--- src/hw/lvdc_pkg.sv ---
// Package of the low-voltage detector control block: register map,
// field positions, reset values and filter width table.
// Assumes a 32-bit AXI4-Lite register bus and a 10 MHz system clock.
package lvdc_pkg;
  localparam logic [3:0] LVDC_OFS_CTRL0 = 4'h0;
  localparam logic [3:0] LVDC_OFS_CTRL1 = 4'h4;
  localparam logic [3:0] LVDC_OFS_STAT = 4'h8;
  localparam logic [3:0] LVDC_OFS_MASK = 4'hC;
  localparam logic [31:0] LVDC_CTRL0_RST = 32'h0000_0000;
  localparam logic [31:0] LVDC_CTRL1_RST = 32'h0000_0000;
  localparam logic [31:0] LVDC_MASK_RST = 32'h0000_0000;
  localparam logic [31:0] LVDC_CTRL0_WMASK = 32'h0000_02FF;
  localparam logic [31:0] LVDC_CTRL1_WMASK = 32'h0000_00FF;
  localparam logic [31:0] LVDC_MASK_WMASK = 32'h0000_0001;
  localparam int LVDC_C0_EN = 0;
  localparam int LVDC_C0_ACT = 1;
  localparam int LVDC_C0_SRC_LO = 2;
  localparam int LVDC_C0_TH_LO = 4;
  localparam int LVDC_C0_IE = 9;
  localparam int LVDC_C1_FEN = 0;
  localparam int LVDC_C1_FW_LO = 1;
  localparam int LVDC_C1_FCLK = 4;
  localparam int LVDC_C1_FALL_T = 5;
  localparam int LVDC_C1_RISE_T = 6;
  localparam int LVDC_C1_LEVEL = 7;
  localparam int LVDC_ST_FLAG = 0;
  localparam int LVDC_ST_FLEVEL = 1;
  localparam int LVDC_FCNT_W = 10;
  localparam logic [LVDC_FCNT_W-1:0] LVDC_FW_T0 = 10'h001;
  localparam logic [LVDC_FCNT_W-1:0] LVDC_FW_T1 = 10'h003;
  localparam logic [LVDC_FCNT_W-1:0] LVDC_FW_T2 = 10'h005;
  localparam logic [LVDC_FCNT_W-1:0] LVDC_FW_T3 = 10'h00F;
  localparam logic [LVDC_FCNT_W-1:0] LVDC_FW_T4 = 10'h03F;
  localparam logic [LVDC_FCNT_W-1:0] LVDC_FW_T5 = 10'h0FF;
  localparam logic [LVDC_FCNT_W-1:0] LVDC_FW_T6 = 10'h3FF;
  localparam logic [LVDC_FCNT_W-1:0] LVDC_FW_T7 = 10'h3FF;
  localparam logic [1:0] LVDC_RESP_OKAY = 2'h0;
  localparam logic [1:0] LVDC_RESP_SLVERR = 2'h2;
  typedef enum logic [0:0] {
    LVDC_WIDLE = 1'b0,
    LVDC_WRESP = 1'b1
  } lvdc_wstate_t;
endpackage

--- src/hw/lvdc_top.sv ---
// Low-voltage detector control: AXI4-Lite registers, source mux, glitch
// filter, trigger logic and interrupt or reset request.
// Assumes the analog comparators deliver one raw bit per source and that
// the two filter clocks arrive as free-running pins sampled on aclk.
//
// Functional notes
// - Control 0 at 0x00, resets zero.
// - Control 1 at 0x04, resets zero.
// - Control-0 bit 9 gates the interrupt.
// - Bits 7:4 select sixteen thresholds.
// - Bits 3:2 select monitored input.
// - Control-0 bit 1: interrupt or reset.
// - Control-0 bit 0 enables detector.
// - Control-1 bit 7: level trigger.
// - Control-1 bit 6: rising comparator edge.
// - Control-1 bit 5: falling comparator edge.
// - Control-1 bit 4 selects filter clock.
// - Bits 3:1 select filter width.
// - Control-1 bit 0 enables filter.
// - Status bit 0 flag, write-zero clears.
// - Status bit 1 shows filtered level.
`timescale 1ns/1ps
module lvdc_top (
  // Clock and reset
  input wire logic aclk,
  input wire logic aresetn,
  // AXI4-Lite write address and data
  input wire logic [3:0] s_axi_awaddr,
  input wire logic s_axi_awvalid,
  output logic s_axi_awready,
  input wire logic [31:0] s_axi_wdata,
  input wire logic [3:0] s_axi_wstrb,
  input wire logic s_axi_wvalid,
  output logic s_axi_wready,
  // AXI4-Lite write response
  output logic [1:0] s_axi_bresp,
  output logic s_axi_bvalid,
  input wire logic s_axi_bready,
  // AXI4-Lite read
  input wire logic [3:0] s_axi_araddr,
  input wire logic s_axi_arvalid,
  output logic s_axi_arready,
  output logic [31:0] s_axi_rdata,
  output logic [1:0] s_axi_rresp,
  output logic s_axi_rvalid,
  input wire logic s_axi_rready,
  // Analog front end
  input wire logic [3:0] comparator_raw,
  output logic [3:0] threshold_select,
  output logic [1:0] source_select,
  output logic analog_enable,
  // Filter clock pins
  input wire logic rc_osc_clk,
  input wire logic high_speed_internal_osc,
  // Responses
  output logic irq,
  output logic system_reset_req,
  output logic filtered_out
);
  import lvdc_pkg::*;

  logic [31:0] ctrl0_q, ctrl0_d, ctrl1_q, ctrl1_d, mask_q, mask_d;
  logic flag_q, flag_d;
  logic aw_held_q, w_held_q;
  logic [3:0] awaddr_q;
  logic [31:0] wdata_q;
  logic [3:0] wstrb_q;
  lvdc_wstate_t wst_q;
  logic bvalid_q, rvalid_q;
  logic awready_q, wready_q, arready_q;
  logic [1:0] bresp_q, rresp_q;
  logic [31:0] rdata_q;
  logic [2:0] cmp_sync_q, rc_sync_q, hs_sync_q;
  logic cmp_stable_q, rc_stable_q, hs_stable_q, fclk_prev_q;
  logic [LVDC_FCNT_W-1:0] fcnt_q, fcnt_d;
  logic filt_q, filt_d, level_q, level_prev_q;
  logic irq_q, rst_req_q;
  logic [3:0] thr_q;
  logic [1:0] src_q;
  logic aen_q;

  function automatic logic [31:0] merge(input logic [31:0] old,
                                        input logic [31:0] nw,
                                        input logic [3:0] strb,
                                        input logic [31:0] wmask);
    logic [31:0] r;
    r = old;
    for (int i = 0; i < 4; i++) begin
      if (strb[i]) begin
        r[i*8 +: 8] = nw[i*8 +: 8];
      end
    end
    return r & wmask;
  endfunction

  // Second and third stages must agree, else the old value holds; the first synchroniser stage feeds only stage 2.
  function automatic logic agree(input logic [2:0] s, input logic prev);
    return (s[1] == s[2]) ? s[2] : prev;
  endfunction

  // Write path: address and data are captured independently, in any order.
  wire aw_take = s_axi_awvalid && awready_q;
  wire w_take = s_axi_wvalid && wready_q;
  wire wr_fire = aw_held_q && w_held_q && wst_q == LVDC_WIDLE;
  // Readies are registered, so each is worked out from the state that its
  // path holds after this edge; no ready ever follows a valid in one cycle.
  wire wr_idle_d = (wst_q == LVDC_WIDLE) ? !wr_fire : s_axi_bready;
  wire awready_d = wr_idle_d && !aw_held_q && !aw_take;
  wire wready_d = wr_idle_d && !w_held_q && !w_take;
  wire sel_c0 = awaddr_q[3:2] == LVDC_OFS_CTRL0[3:2];
  wire sel_c1 = awaddr_q[3:2] == LVDC_OFS_CTRL1[3:2];
  wire sel_st = awaddr_q[3:2] == LVDC_OFS_STAT[3:2];
  wire sel_mk = awaddr_q[3:2] == LVDC_OFS_MASK[3:2];
  wire rd_take = s_axi_arvalid && arready_q;
  wire arready_d = !rd_take && !(rvalid_q && !s_axi_rready);
  wire rd_st = s_axi_araddr[3:2] == LVDC_OFS_STAT[3:2];
  // A status read clears the sticky flag; a new interrupt-mode trigger still wins.
  wire rd_clr = rd_take && rd_st;
  wire wr_clr = wr_fire && sel_st && wstrb_q[0] && !wdata_q[LVDC_ST_FLAG];

  wire det_en = ctrl0_q[LVDC_C0_EN];
  wire cmp_sel = comparator_raw[ctrl0_q[LVDC_C0_SRC_LO +: 2]];
  wire fclk_now = ctrl1_q[LVDC_C1_FCLK] ? hs_stable_q : rc_stable_q;
  wire fclk_tick = fclk_now && !fclk_prev_q;
  wire [2:0] fw_code = ctrl1_q[LVDC_C1_FW_LO +: 3];
  logic [LVDC_FCNT_W-1:0] fw_cycles;

  always_comb begin
    case (fw_code)
      3'h0: fw_cycles = LVDC_FW_T0;
      3'h1: fw_cycles = LVDC_FW_T1;
      3'h2: fw_cycles = LVDC_FW_T2;
      3'h3: fw_cycles = LVDC_FW_T3;
      3'h4: fw_cycles = LVDC_FW_T4;
      3'h5: fw_cycles = LVDC_FW_T5;
      3'h6: fw_cycles = LVDC_FW_T6;
      default: fw_cycles = LVDC_FW_T7;
    endcase
  end

  // The filter output moves only after the input has differed from it
  // for the selected number of filter-clock ticks.
  always_comb begin
    fcnt_d = fcnt_q;
    filt_d = filt_q;
    if (cmp_stable_q == filt_q) begin
      fcnt_d = '0;
    end else if (fclk_tick) begin
      if (fcnt_q + 10'h001 >= fw_cycles) begin
        filt_d = cmp_stable_q;
        fcnt_d = '0;
      end else begin
        fcnt_d = fcnt_q + 10'h001;
      end
    end
  end

  wire level_now = ctrl1_q[LVDC_C1_FEN] ? filt_q : cmp_stable_q;
  wire t_level = ctrl1_q[LVDC_C1_LEVEL] && level_q;
  wire t_rise = ctrl1_q[LVDC_C1_RISE_T] && level_q && !level_prev_q;
  wire t_fall = ctrl1_q[LVDC_C1_FALL_T] && !level_q && level_prev_q;
  wire trig = det_en && (t_level || t_rise || t_fall);
  wire trig_irq = trig && !ctrl0_q[LVDC_C0_ACT];
  wire trig_rst = trig && ctrl0_q[LVDC_C0_ACT];

  always_comb begin
    flag_d = flag_q;
    if (wr_clr || rd_clr) begin
      flag_d = 1'b0;
    end
    if (trig_irq) begin
      flag_d = 1'b1;
    end
  end

  assign ctrl0_d = (wr_fire && sel_c0)
    ? merge(ctrl0_q, wdata_q, wstrb_q, LVDC_CTRL0_WMASK) : ctrl0_q;
  assign ctrl1_d = (wr_fire && sel_c1)
    ? merge(ctrl1_q, wdata_q, wstrb_q, LVDC_CTRL1_WMASK) : ctrl1_q;
  assign mask_d = (wr_fire && sel_mk)
    ? merge(mask_q, wdata_q, wstrb_q, LVDC_MASK_WMASK) : mask_q;

  logic [31:0] rd_mux;
  logic rd_ok;
  always_comb begin
    rd_mux = 32'h0000_0000;
    rd_ok = 1'b1;
    case (s_axi_araddr[3:2])
      LVDC_OFS_CTRL0[3:2]: rd_mux = ctrl0_q;
      LVDC_OFS_CTRL1[3:2]: rd_mux = ctrl1_q;
      LVDC_OFS_STAT[3:2]: begin
        rd_mux[LVDC_ST_FLAG] = flag_q;
        rd_mux[LVDC_ST_FLEVEL] = level_q;
      end
      LVDC_OFS_MASK[3:2]: rd_mux = mask_q;
      default: rd_ok = 1'b0;
    endcase
  end
  wire wr_ok = sel_c0 || sel_c1 || sel_st || sel_mk;

  always_ff @(posedge aclk) begin
    if (!aresetn) begin
      ctrl0_q <= LVDC_CTRL0_RST;
      ctrl1_q <= LVDC_CTRL1_RST;
      mask_q <= LVDC_MASK_RST;
      flag_q <= 1'b0;
    end else begin
      ctrl0_q <= ctrl0_d;
      ctrl1_q <= ctrl1_d;
      mask_q <= mask_d;
      flag_q <= flag_d;
    end
  end

  always_ff @(posedge aclk) begin
    if (!aresetn) begin
      aw_held_q <= 1'b0;
      w_held_q <= 1'b0;
      awaddr_q <= 4'h0;
      wdata_q <= 32'h0000_0000;
      wstrb_q <= 4'h0;
      wst_q <= LVDC_WIDLE;
      bvalid_q <= 1'b0;
      bresp_q <= LVDC_RESP_OKAY;
      awready_q <= 1'b0;
      wready_q <= 1'b0;
    end else begin
      awready_q <= awready_d;
      wready_q <= wready_d;
      if (aw_take) begin
        aw_held_q <= 1'b1;
        awaddr_q <= s_axi_awaddr;
      end
      if (w_take) begin
        w_held_q <= 1'b1;
        wdata_q <= s_axi_wdata;
        wstrb_q <= s_axi_wstrb;
      end
      case (wst_q)
        LVDC_WIDLE: begin
          if (wr_fire) begin
            aw_held_q <= 1'b0;
            w_held_q <= 1'b0;
            bvalid_q <= 1'b1;
            bresp_q <= wr_ok ? LVDC_RESP_OKAY : LVDC_RESP_SLVERR;
            wst_q <= LVDC_WRESP;
          end
        end
        LVDC_WRESP: begin
          if (s_axi_bready) begin
            bvalid_q <= 1'b0;
            wst_q <= LVDC_WIDLE;
          end
        end
        default: wst_q <= LVDC_WIDLE;
      endcase
    end
  end

  always_ff @(posedge aclk) begin
    if (!aresetn) begin
      rvalid_q <= 1'b0;
      rdata_q <= 32'h0000_0000;
      rresp_q <= LVDC_RESP_OKAY;
      arready_q <= 1'b0;
    end else begin
      arready_q <= arready_d;
      if (rd_take) begin
        rvalid_q <= 1'b1;
        rdata_q <= rd_mux;
        rresp_q <= rd_ok ? LVDC_RESP_OKAY : LVDC_RESP_SLVERR;
      end else if (s_axi_rready) begin
        rvalid_q <= 1'b0;
      end
    end
  end

  always_ff @(posedge aclk) begin
    if (!aresetn) begin
      cmp_sync_q <= 3'h0;
      rc_sync_q <= 3'h0;
      hs_sync_q <= 3'h0;
      cmp_stable_q <= 1'b0;
      rc_stable_q <= 1'b0;
      hs_stable_q <= 1'b0;
      fclk_prev_q <= 1'b0;
      fcnt_q <= '0;
      filt_q <= 1'b0;
      level_q <= 1'b0;
      level_prev_q <= 1'b0;
    end else begin
      cmp_sync_q <= {cmp_sync_q[1:0], cmp_sel};
      rc_sync_q <= {rc_sync_q[1:0], rc_osc_clk};
      hs_sync_q <= {hs_sync_q[1:0], high_speed_internal_osc};
      cmp_stable_q <= agree(cmp_sync_q, cmp_stable_q);
      rc_stable_q <= agree(rc_sync_q, rc_stable_q);
      hs_stable_q <= agree(hs_sync_q, hs_stable_q);
      fclk_prev_q <= fclk_now;
      fcnt_q <= fcnt_d;
      filt_q <= filt_d;
      level_q <= level_now;
      level_prev_q <= level_q;
    end
  end

  always_ff @(posedge aclk) begin
    if (!aresetn) begin
      irq_q <= 1'b0;
      rst_req_q <= 1'b0;
      thr_q <= 4'h0;
      src_q <= 2'h0;
      aen_q <= 1'b0;
    end else begin
      irq_q <= flag_q && mask_q[LVDC_ST_FLAG] && ctrl0_q[LVDC_C0_IE];
      rst_req_q <= trig_rst;
      thr_q <= ctrl0_q[LVDC_C0_TH_LO +: 4];
      src_q <= ctrl0_q[LVDC_C0_SRC_LO +: 2];
      aen_q <= det_en;
    end
  end

  assign s_axi_awready = awready_q;
  assign s_axi_wready = wready_q;
  assign s_axi_bvalid = bvalid_q;
  assign s_axi_bresp = bresp_q;
  assign s_axi_arready = arready_q;
  assign s_axi_rvalid = rvalid_q;
  assign s_axi_rdata = rdata_q;
  assign s_axi_rresp = rresp_q;
  assign irq = irq_q;
  assign system_reset_req = rst_req_q;
  assign filtered_out = level_q;
  assign threshold_select = thr_q;
  assign source_select = src_q;
  assign analog_enable = aen_q;
endmodule

--- config.mk ---
export PLATFORM = sky130hd
export DESIGN_NAME = lvdc_top
export DESIGN_NICKNAME = d
export VERILOG_FILES = /design/src/hw/lvdc_pkg.sv /design/src/hw/lvdc_top.sv
export SDC_FILE = /design/constraint.sdc
export NUM_CORES = 1
export LEC_CHECK = 0
export ABC_CLOCK_PERIOD_IN_PS = 2230
export BUFFER_PORTS_ARGS = -buffer_cell sky130_fd_sc_hd__buf_2
export CORE_MARGIN = 10
export CORE_UTILIZATION = 47
export DETAILED_ROUTE_END_ITERATION = 6
export GPL_TIMING_DRIVEN = 0
export HOLD_SLACK_MARGIN = 0.06
export PLACE_DENSITY_LB_ADDON = 0.15
export SKIP_LAST_GASP = 1
export SLEW_MARGIN = 20
export SYNTH_ARGS = -nofsm -noshare
export SYNTH_HDL_FRONTEND = slang
export SYNTH_SLANG_ARGS = --single-unit
export TNS_END_PERCENT = 30
--- constraint.sdc ---
create_clock -name aclk -period 2.23 [get_ports aclk]
set_input_delay 0.446 -clock aclk [delete_from_list [all_inputs] [get_ports aclk]]
set_output_delay 0.446 -clock aclk [all_outputs]
set_load 0.01 [all_outputs]
==> results of run 1 <==
==> through the flow <==
stage	hold WS, ns	setup TNS [ns]	instances	power [mW]
2_1_floorplan	0.412	0	436	1.73
3_3_place_gp	0.418	-2.54	589	1.79
3_5_place_dp	0.434	-2.94	589	1.80
4_1_cts	0.293	-0.180	612	3.00
5_1_grt	0.292	-2.22	616	3.09
6_report	0.296	-0.602	616	2.98
==> state kept, by name, indices dropped and copies added, names as in the netlist, 3 cells and up <==
register and flops:
cmp_sync_q 3, ctrl0_q 9, ctrl1_q 8, fcnt_q 10
hs_sync_q 3, rc_sync_q 3, s_axi_rdata 9, threshold_select 4
wdata_q 9
==> power groups by stage <==
| stage | registers, mW | clock network, mW | logic, mW |
|---|---|---|---|
| 2_1_floorplan | 1.60 | 0 | 0.130 |
| 3_3_place_gp | 1.60 | 0 | 0.192 |
| 3_5_place_dp | 1.60 | 0 | 0.194 |
| 4_1_cts | 1.57 | 1.24 | 0.194 |
| 5_1_grt | 1.56 | 1.31 | 0.219 |
| 6_report | 1.56 | 1.22 | 0.196 |
==> cell usage after synthesis (6+ instances only) <==
| cell type | number |
|---|---|
| sky130_fd_sc_hd__nand4_1 | 9 |
| sky130_fd_sc_hd__dfxtp_1 | 85 |
| sky130_fd_sc_hd__clkbuf_1 | 11 |
| sky130_fd_sc_hd__a21boi_0 | 27 |
| sky130_fd_sc_hd__mux2_2 | 6 |
| sky130_fd_sc_hd__ha_1 | 9 |
| sky130_fd_sc_hd__a22oi_1 | 7 |
| sky130_fd_sc_hd__a21oi_1 | 11 |
| sky130_fd_sc_hd__buf_4 | 26 |
| sky130_fd_sc_hd__nor2_1 | 18 |
| sky130_fd_sc_hd__nand2_1 | 61 |
| sky130_fd_sc_hd__and2_1 | 18 |
| sky130_fd_sc_hd__nor2b_1 | 22 |
| sky130_fd_sc_hd__o21ai_0 | 9 |
| sky130_fd_sc_hd__mux2i_1 | 14 |
| sky130_fd_sc_hd__nand3_1 | 18 |
==> layout make-up <==
class / instances / area, um2
Buffer: 43 / 289
Sequential cell: 85 / 1720
Timing Repair Buffer: 64 / 353
Fill cell: 726 / 3100
Tap cell: 102 / 128
Clock buffer: 12 / 155
Clock inverter: 3 / 68.8
Multi-Input combinational cell: 305 / 1940
Inverter: 2 / 7.51
==> critical path: cells and delay by family (launching register included) <==
family | cells | cell delay (ns)
adder cells (fa/ha/maj) | 1 | 0.29
buffers and inverters | 1 | 0.17
AND/OR/NAND/NOR | 4 | 0.71
AO/OA/AOI/OAI | 3 | 0.56
XOR/XNOR | 1 | 0.17
flip-flops | 1 | 0.37
==> worst min-delay path by stage <==
stage | slack, ns | depth (start not counted) | endpoint
floorplan | 0.41 | 1 | cmp_sync_q[1]
global placement | 0.42 | 1 | hs_sync_q[1]
detailed placement | 0.43 | 1 | hs_sync_q[1]
CTS | 0.29 | 2 | rc_sync_q[0]
global route | 0.29 | 2 | hs_sync_q[0]
finish | 0.30 | 2 | rc_sync_q[0]
==> layer usage <==
layer  GRT usage (%)  up-vias  part of all wire [%]
li1                -     1563                     -
met1            18.5     1437                    44
met2            26.7       79                    49
met3            3.92       17                   5.4
met4            6.60        0                   1.7
met5               0        -                     0
==> cells by family (layout without fill, tap and decap cells) <==
| logic type | count (synthesis) | in the layout | synth area share [%] |
|---|---|---|---|
| compound gates | 69 | 69 | 12.7 |
| xor+xnor | 9 | 9 | 2.08 |
| fa+ha+maj | 9 | 9 | 2.98 |
| buf+inv | 46 | 124 | 7.71 |
| flops | 85 | 85 | 45.0 |
| mux | 22 | 22 | 6.68 |
| other cells | 1 | 26 | 0.0991 |
| simple gates | 170 | 170 | 22.8 |
==> what timing repair did <==
item	CTS	global route
hold endpoints to repair	0	0
cloned	1	1
gates resized for setup	20	12
setup buffers	7	4
pin swaps	9	10
endpoints found under the setup margin	11	11
==> summary.log, run 1 <==
[clock_tree] cell chosen for the clock root sky130_fd_sc_hd__clkbuf_8
[setup_path] critical path's largest stage delay 0.37 ns
[floorplan] Chip Height 110 um
[final_layout] area added between synthesis and finish 23.4%
[setup_path] Critical Path Source fcnt_q[3]
[power] part of the power in registers 52.4%
[grt] number of global-route vias before repair 3196
[setup_path] critical path data required time 2.51 ns
[floorplan] initial core utilization 48.7%
[final_layout] commonest non-fill, non-tap cells in the layout sky130_fd_sc_hd__dfxtp_1, sky130_fd_sc_hd__nand2_1, sky130_fd_sc_hd__buf_2, sky130_fd_sc_hd__buf_4, sky130_fd_sc_hd__a21boi_0
[sta] Final Hold Fails 0
[floorplan] Top Ports 108
[sta] worst-case clock skew 0.00538 ns
[setup_path] CP endpoint kind flop
[power] switching power share of the total 22.2%
[clock_tree] hold buffer count at cts 0
[floorplan] Die X 110 um
[place] final weighted congestion of routability-driven global placement 0.884
[clock_tree] total number of clock tree sinks 85
[final_layout] final core area utilization 60.1%
[power] worst-case vdd ir drop 0.416 mV
[place] Placement Setup Slack -0.319 ns
[status] result of the run finished, violations left
[final_layout] total number of nets in the final design 576
[synth] cell type with the highest aggregate area in the netlist sky130_fd_sc_hd__dfxtp_1
[worst_hold_path] type of the worst min-delay path in2reg
[setup_path] worst reg2reg startpoint fcnt_q[3]
[synth] Warnings, synthesis 0
[synth] number of enable flip-flop cells after synthesis 0
[sta] relative slew slack 49.3%
[final_layout] most common library cell in the layout ignoring fill and taps sky130_fd_sc_hd__dfxtp_1
[synth] number of flip-flops and latches in the synthesized netlist 85
[setup_path] worst reg2reg path depth 10
[clock_tree] CTS HTree Levels 3
[sta] final setup violation count 10
[power] part of the total power dissipated in the clock network 41.1%
[sta] timing-limited maximum frequency 430 MHz
[synth] synthesized instance count 411
[sta] Max Slew Vio Count 0
[place] # port buffers 51
[sta] slew of the pin with the lowest slew margin 0.757 ns
[final_layout] share of final-layout standard cells stronger than drive strength 1 27.2%
[grt] wire length of the first global-routing pass 15.1 mm
[synth] synthesized area per cell 9.21 um2
[power] Cell Pwr Density 638 mW/mm2
[synth] Area contributors post-synth sky130_fd_sc_hd__dfxtp_1, sky130_fd_sc_hd__nand2_1, sky130_fd_sc_hd__a21boi_0
[setup_path] Critical Setup Path Class reg2reg
[synth] Post-synth ARST share 0%
[setup_path] slack of the worst reg-to-reg path -0.1 ns
[detailed_routing] number of DRC markers in iteration 0 164
[sta] ratio of final minimum period to clock period 104%
[setup_path] element type at the critical path start flop
[detailed_routing] aggregate routed wire length 9.23 mm
[synth] main flop type after synthesis sky130_fd_sc_hd__dfxtp_1
[power] static leakage power 1.95 nW
[detailed_routing] router iterations before antenna repair 4
[power] Logic pwr share 6.6%
[synth] Post-Synthesis Cell Area 0.00378 mm2
[place] half-perimeter wire length after placement 6.67 mm
[floorplan] site row count 32
[setup_path] Setup crit end fcnt_q[9]
[synth] number of distinct library cells after synthesis 46
[detailed_routing] number of DRC violations after detailed routing 0
[place] placed inst area 0.00426 mm2
[setup_path] sequence of cells on the critical path and4_4, nand4_1, nor2_2, xor2_1, ha_1, a21oi_2, o21a_1, clkbuf_8, nand4b_1, a31oi_1
[status] violated checks negative setup slack
[grt] antenna violations before repair 0
[sta] worst setup slack after layout -0.0975 ns
[sta] RSZ-0062 raised after global routing true
[setup_path] Crit Path Max Fanout 5
[sta] clock period minus final worst setup slack 2.33 ns
[worst_hold_path] Hold Startpoint rc_osc_clk
[clock_tree] Inserted Clock Buffers 9
[job] max-cap check violation count 0
[final_layout] total inserted antenna cells 0
[power] internal power of the cells 2.32 mW
[grt] pin count of the biggest net entering global routing 14
[setup_path] Data arrival, critical path 2.60 ns
[floorplan] CORE AREA 0.00777 mm2
[grt] final global-route overflow total 0
[floorplan] area enclosed by the die boundary 0.0120 mm2
[clock_tree] Clock Pin Slew Worst Setup and Hold Paths 0.08 ns
[detailed_routing] post-detailed-route via-to-cell ratio 5.03
[detailed_routing] wire length per cell 15.0 um
[grt] Total Routing Usage GR 15.7%
[synth] share of the synthesized area in the top cell type 45.0%
[synth] sequential element share of the synthesized area 45.0%
[final_layout] Non-Filler Cell Area, Final 0.00467 mm2
[detailed_routing] total number of vias 3096
[setup_path] standard cell with the maximum stage delay on the critical path sky130_fd_sc_hd__dfxtp_4
[power] Psw 0.660 mW
[clock_tree] clock latency of the later-clocked register in the worst-skew pair 0.35 ns
[detailed_routing] antenna-violating nets left 0
[clock_tree] number of buffers on the longest clock path 2
[setup_path] end of the worst register-to-register path fcnt_q[9]
[clock_tree] CTS tree done
(Power assumes the default switching activity.)
==> run 2, diff against run 1 <==
--- a/config.mk
+++ b/config.mk
@@ -18,4 +18,3 @@
 export SYNTH_ARGS = -nofsm -noshare
 export SYNTH_HDL_FRONTEND = slang
 export SYNTH_SLANG_ARGS = --single-unit
-export TNS_END_PERCENT = 30
==> run 2 against run 1 <==
Against the previous run: the run still ends with negative setup slack left; count of clock-buffer cells in the layout unchanged; non-clock buffer count rose by 3; design area rose by 1.0%; critical path depth unchanged; register-to-register slack barely moved; clock skew up 0.00087 ns; first-iteration DRC count is 20% lower; largest cell class unchanged.
==> summary.log, run 2 (same netlist as run 1, synthesis figures left out) <==
[sta] final setup violation count 10
[grt] antenna violations before repair 0
[setup_path] critical path's largest stage delay 0.37 ns
[power] static leakage power 1.97 nW
[sta] timing-limited maximum frequency 431 MHz
[setup_path] Data arrival, critical path 2.58 ns
[clock_tree] hold buffer count at cts 0
[power] Cell Pwr Density 631 mW/mm2
[final_layout] register with the most flip-flops fcnt_q
[detailed_routing] wire length per cell 15.0 um
[setup_path] cell mode on critical path sky130_fd_sc_hd__nand4_1
[sta] clock period minus final worst setup slack 2.32 ns
[clock_tree] number of buffers on the longest clock path 2
[grt] Total Routing Usage GR 15.7%
[floorplan] Die X 110 um
[setup_path] element type at the critical path start flop
[place] Placement Setup Slack -0.319 ns
[final_layout] number of flip-flops in the largest register 10
[setup_path] Critical Setup Path Class reg2reg
[sta] worst setup slack after layout -0.0892 ns
[final_layout] total number of nets in the final design 579
[clock_tree] total number of clock tree sinks 85
[grt] pin count of the biggest net entering global routing 14
[sta] relative slew slack 50.8%
[setup_path] Crit Path Max Fanout 5
[status] violated checks negative setup slack
[place] # port buffers 51
[clock_tree] CTS tree done
[place] final weighted congestion of routability-driven global placement 0.884
[detailed_routing] post-detailed-route via-to-cell ratio 5.03
[grt] wire length of the first global-routing pass 15.1 mm
[place] number of instances in the placed design 589
[floorplan] Top Ports 108
[detailed_routing] total number of vias 3115
[final_layout] share of final-layout standard cells stronger than drive strength 1 28.4%
[floorplan] Chip Height 110 um
[detailed_routing] number of DRC violations after detailed routing 0
[job] max-cap check violation count 0
[sta] worst-case clock skew 0.00625 ns
[detailed_routing] aggregate routed wire length 9.29 mm
[floorplan] site row count 32
[worst_hold_path] type of the worst min-delay path in2reg
[status] result of the run finished, violations left
[clock_tree] clock latency of the later-clocked register in the worst-skew pair 0.34 ns
[detailed_routing] router iterations before antenna repair 4
[final_layout] Final Instance Count excl. Fillers 619
[final_layout] total inserted antenna cells 0
[floorplan] area enclosed by the die boundary 0.0120 mm2
[sta] ratio of final minimum period to clock period 104%
[grt] final global-route overflow total 0
[floorplan] CORE AREA 0.00777 mm2
[setup_path] critical path data required time 2.50 ns
[final_layout] most common library cell in the layout ignoring fill and taps sky130_fd_sc_hd__dfxtp_1
[sta] Max Slew Vio Count 0
[setup_path] standard cell with the maximum stage delay on the critical path sky130_fd_sc_hd__dfxtp_4
[final_layout] commonest non-fill, non-tap cells in the layout sky130_fd_sc_hd__dfxtp_1, sky130_fd_sc_hd__nand2_1, sky130_fd_sc_hd__buf_2, sky130_fd_sc_hd__buf_4, sky130_fd_sc_hd__a21boi_0
[final_layout] area added between synthesis and finish 24.7%
[clock_tree] Clock Pin Slew Worst Setup and Hold Paths 0.08 ns
[clock_tree] Inserted Clock Buffers 9
[setup_path] CP endpoint kind flop
[sta] Final Hold Fails 0
[sta] RSZ-0062 raised after global routing true
[detailed_routing] number of DRC markers in iteration 0 131
[power] worst-case vdd ir drop 0.416 mV
[clock_tree] cell chosen for the clock root sky130_fd_sc_hd__clkbuf_8
[setup_path] sequence of cells on the critical path and4_4, nand4_1, nor2_2, xor2_1, ha_1, a21oi_2, o21a_1, buf_4, nand4_1, a21oi_1
[grt] number of global-route vias before repair 3197
[sta] slew of the pin with the lowest slew margin 0.736 ns
[clock_tree] CTS HTree Levels 3
[place] half-perimeter wire length after placement 6.67 mm
[detailed_routing] antenna-violating nets left 0
[floorplan] initial core utilization 48.7%
[run 2: repair_timing]
| item | in CTS | in global routing |
|---|---|---|
| setup endpoints to repair | 11 | 11 |
| cloned | 1 | 1 |
| gates resized for setup | 20 | 18 |
| pin swaps | 11 | 10 |
| setup buffers | 7 | 7 |
[run 2: area by class of cell]
type                    instances  area (um2)
flip-flops and latches         85        1720
plain buffers                  43         289
fillers                       720        3050
well taps                     102         128
inverters                       2        7.51
clock buffers                  12         155
clock inverters                 3        68.8
multi-input cells             305        1970
repair buffers                 67         379
[run 2: worst paths after layout]
kind                                    from           end  cells after the start  slack [ns]
worst max-delay path               fcnt_q[3]     fcnt_q[3]                     10       -0.09
worst min-delay path              rc_osc_clk  rc_sync_q[0]                      2        0.30
worst max register to register     fcnt_q[3]     fcnt_q[3]                     10       -0.09
worst min register to register  hs_sync_q[0]  hs_sync_q[1]                      1        0.45
[run 2: worst max-delay path: cells and delay by family (launching register included)]
family / cells / cell delay, ns
adders and majority gates: 1 / 0.29
buffers and inverters: 1 / 0.17
xor gates and xnor gates: 1 / 0.17
and+or+nand+nor: 4 / 0.71
DFF: 1 / 0.37
AOI/OAI and AO/OA: 3 / 0.52
[run 2: through the flow]
step | TNS [ns] | total power [mW] | util (%) | hold WS (ns) | instance area [um2]
detailed placement | -2.94 | 1.80 | 54.9 | 0.434 | 4260
global placement | -2.54 | 1.79 | 54.9 | 0.418 | 4260
global route | -2.10 | 3.09 | 60.7 | 0.292 | 4720
CTS | -0.173 | 3.00 | 59.4 | 0.293 | 4620
floorplan | 0 | 1.73 | - | 0.412 | 3880
finish | -0.601 | 2.97 | 60.7 | 0.300 | 4720
[run 2: routing by layer]
metal | part of all wire [%] | track usage (%) | routed length, um
met1 | 43 | 18.5 | 3960
met2 | 49 | 26.7 | 4580
met3 | 6.8 | 3.92 | 632
met4 | 1.3 | 6.60 | 122
met5 | 0 | 0 | 0
[run 2: where the power goes]
part,internal (mW),switching (mW)
clock network,0.689,0.529
registers,1.54,0.0218
logic,0.0915,0.104
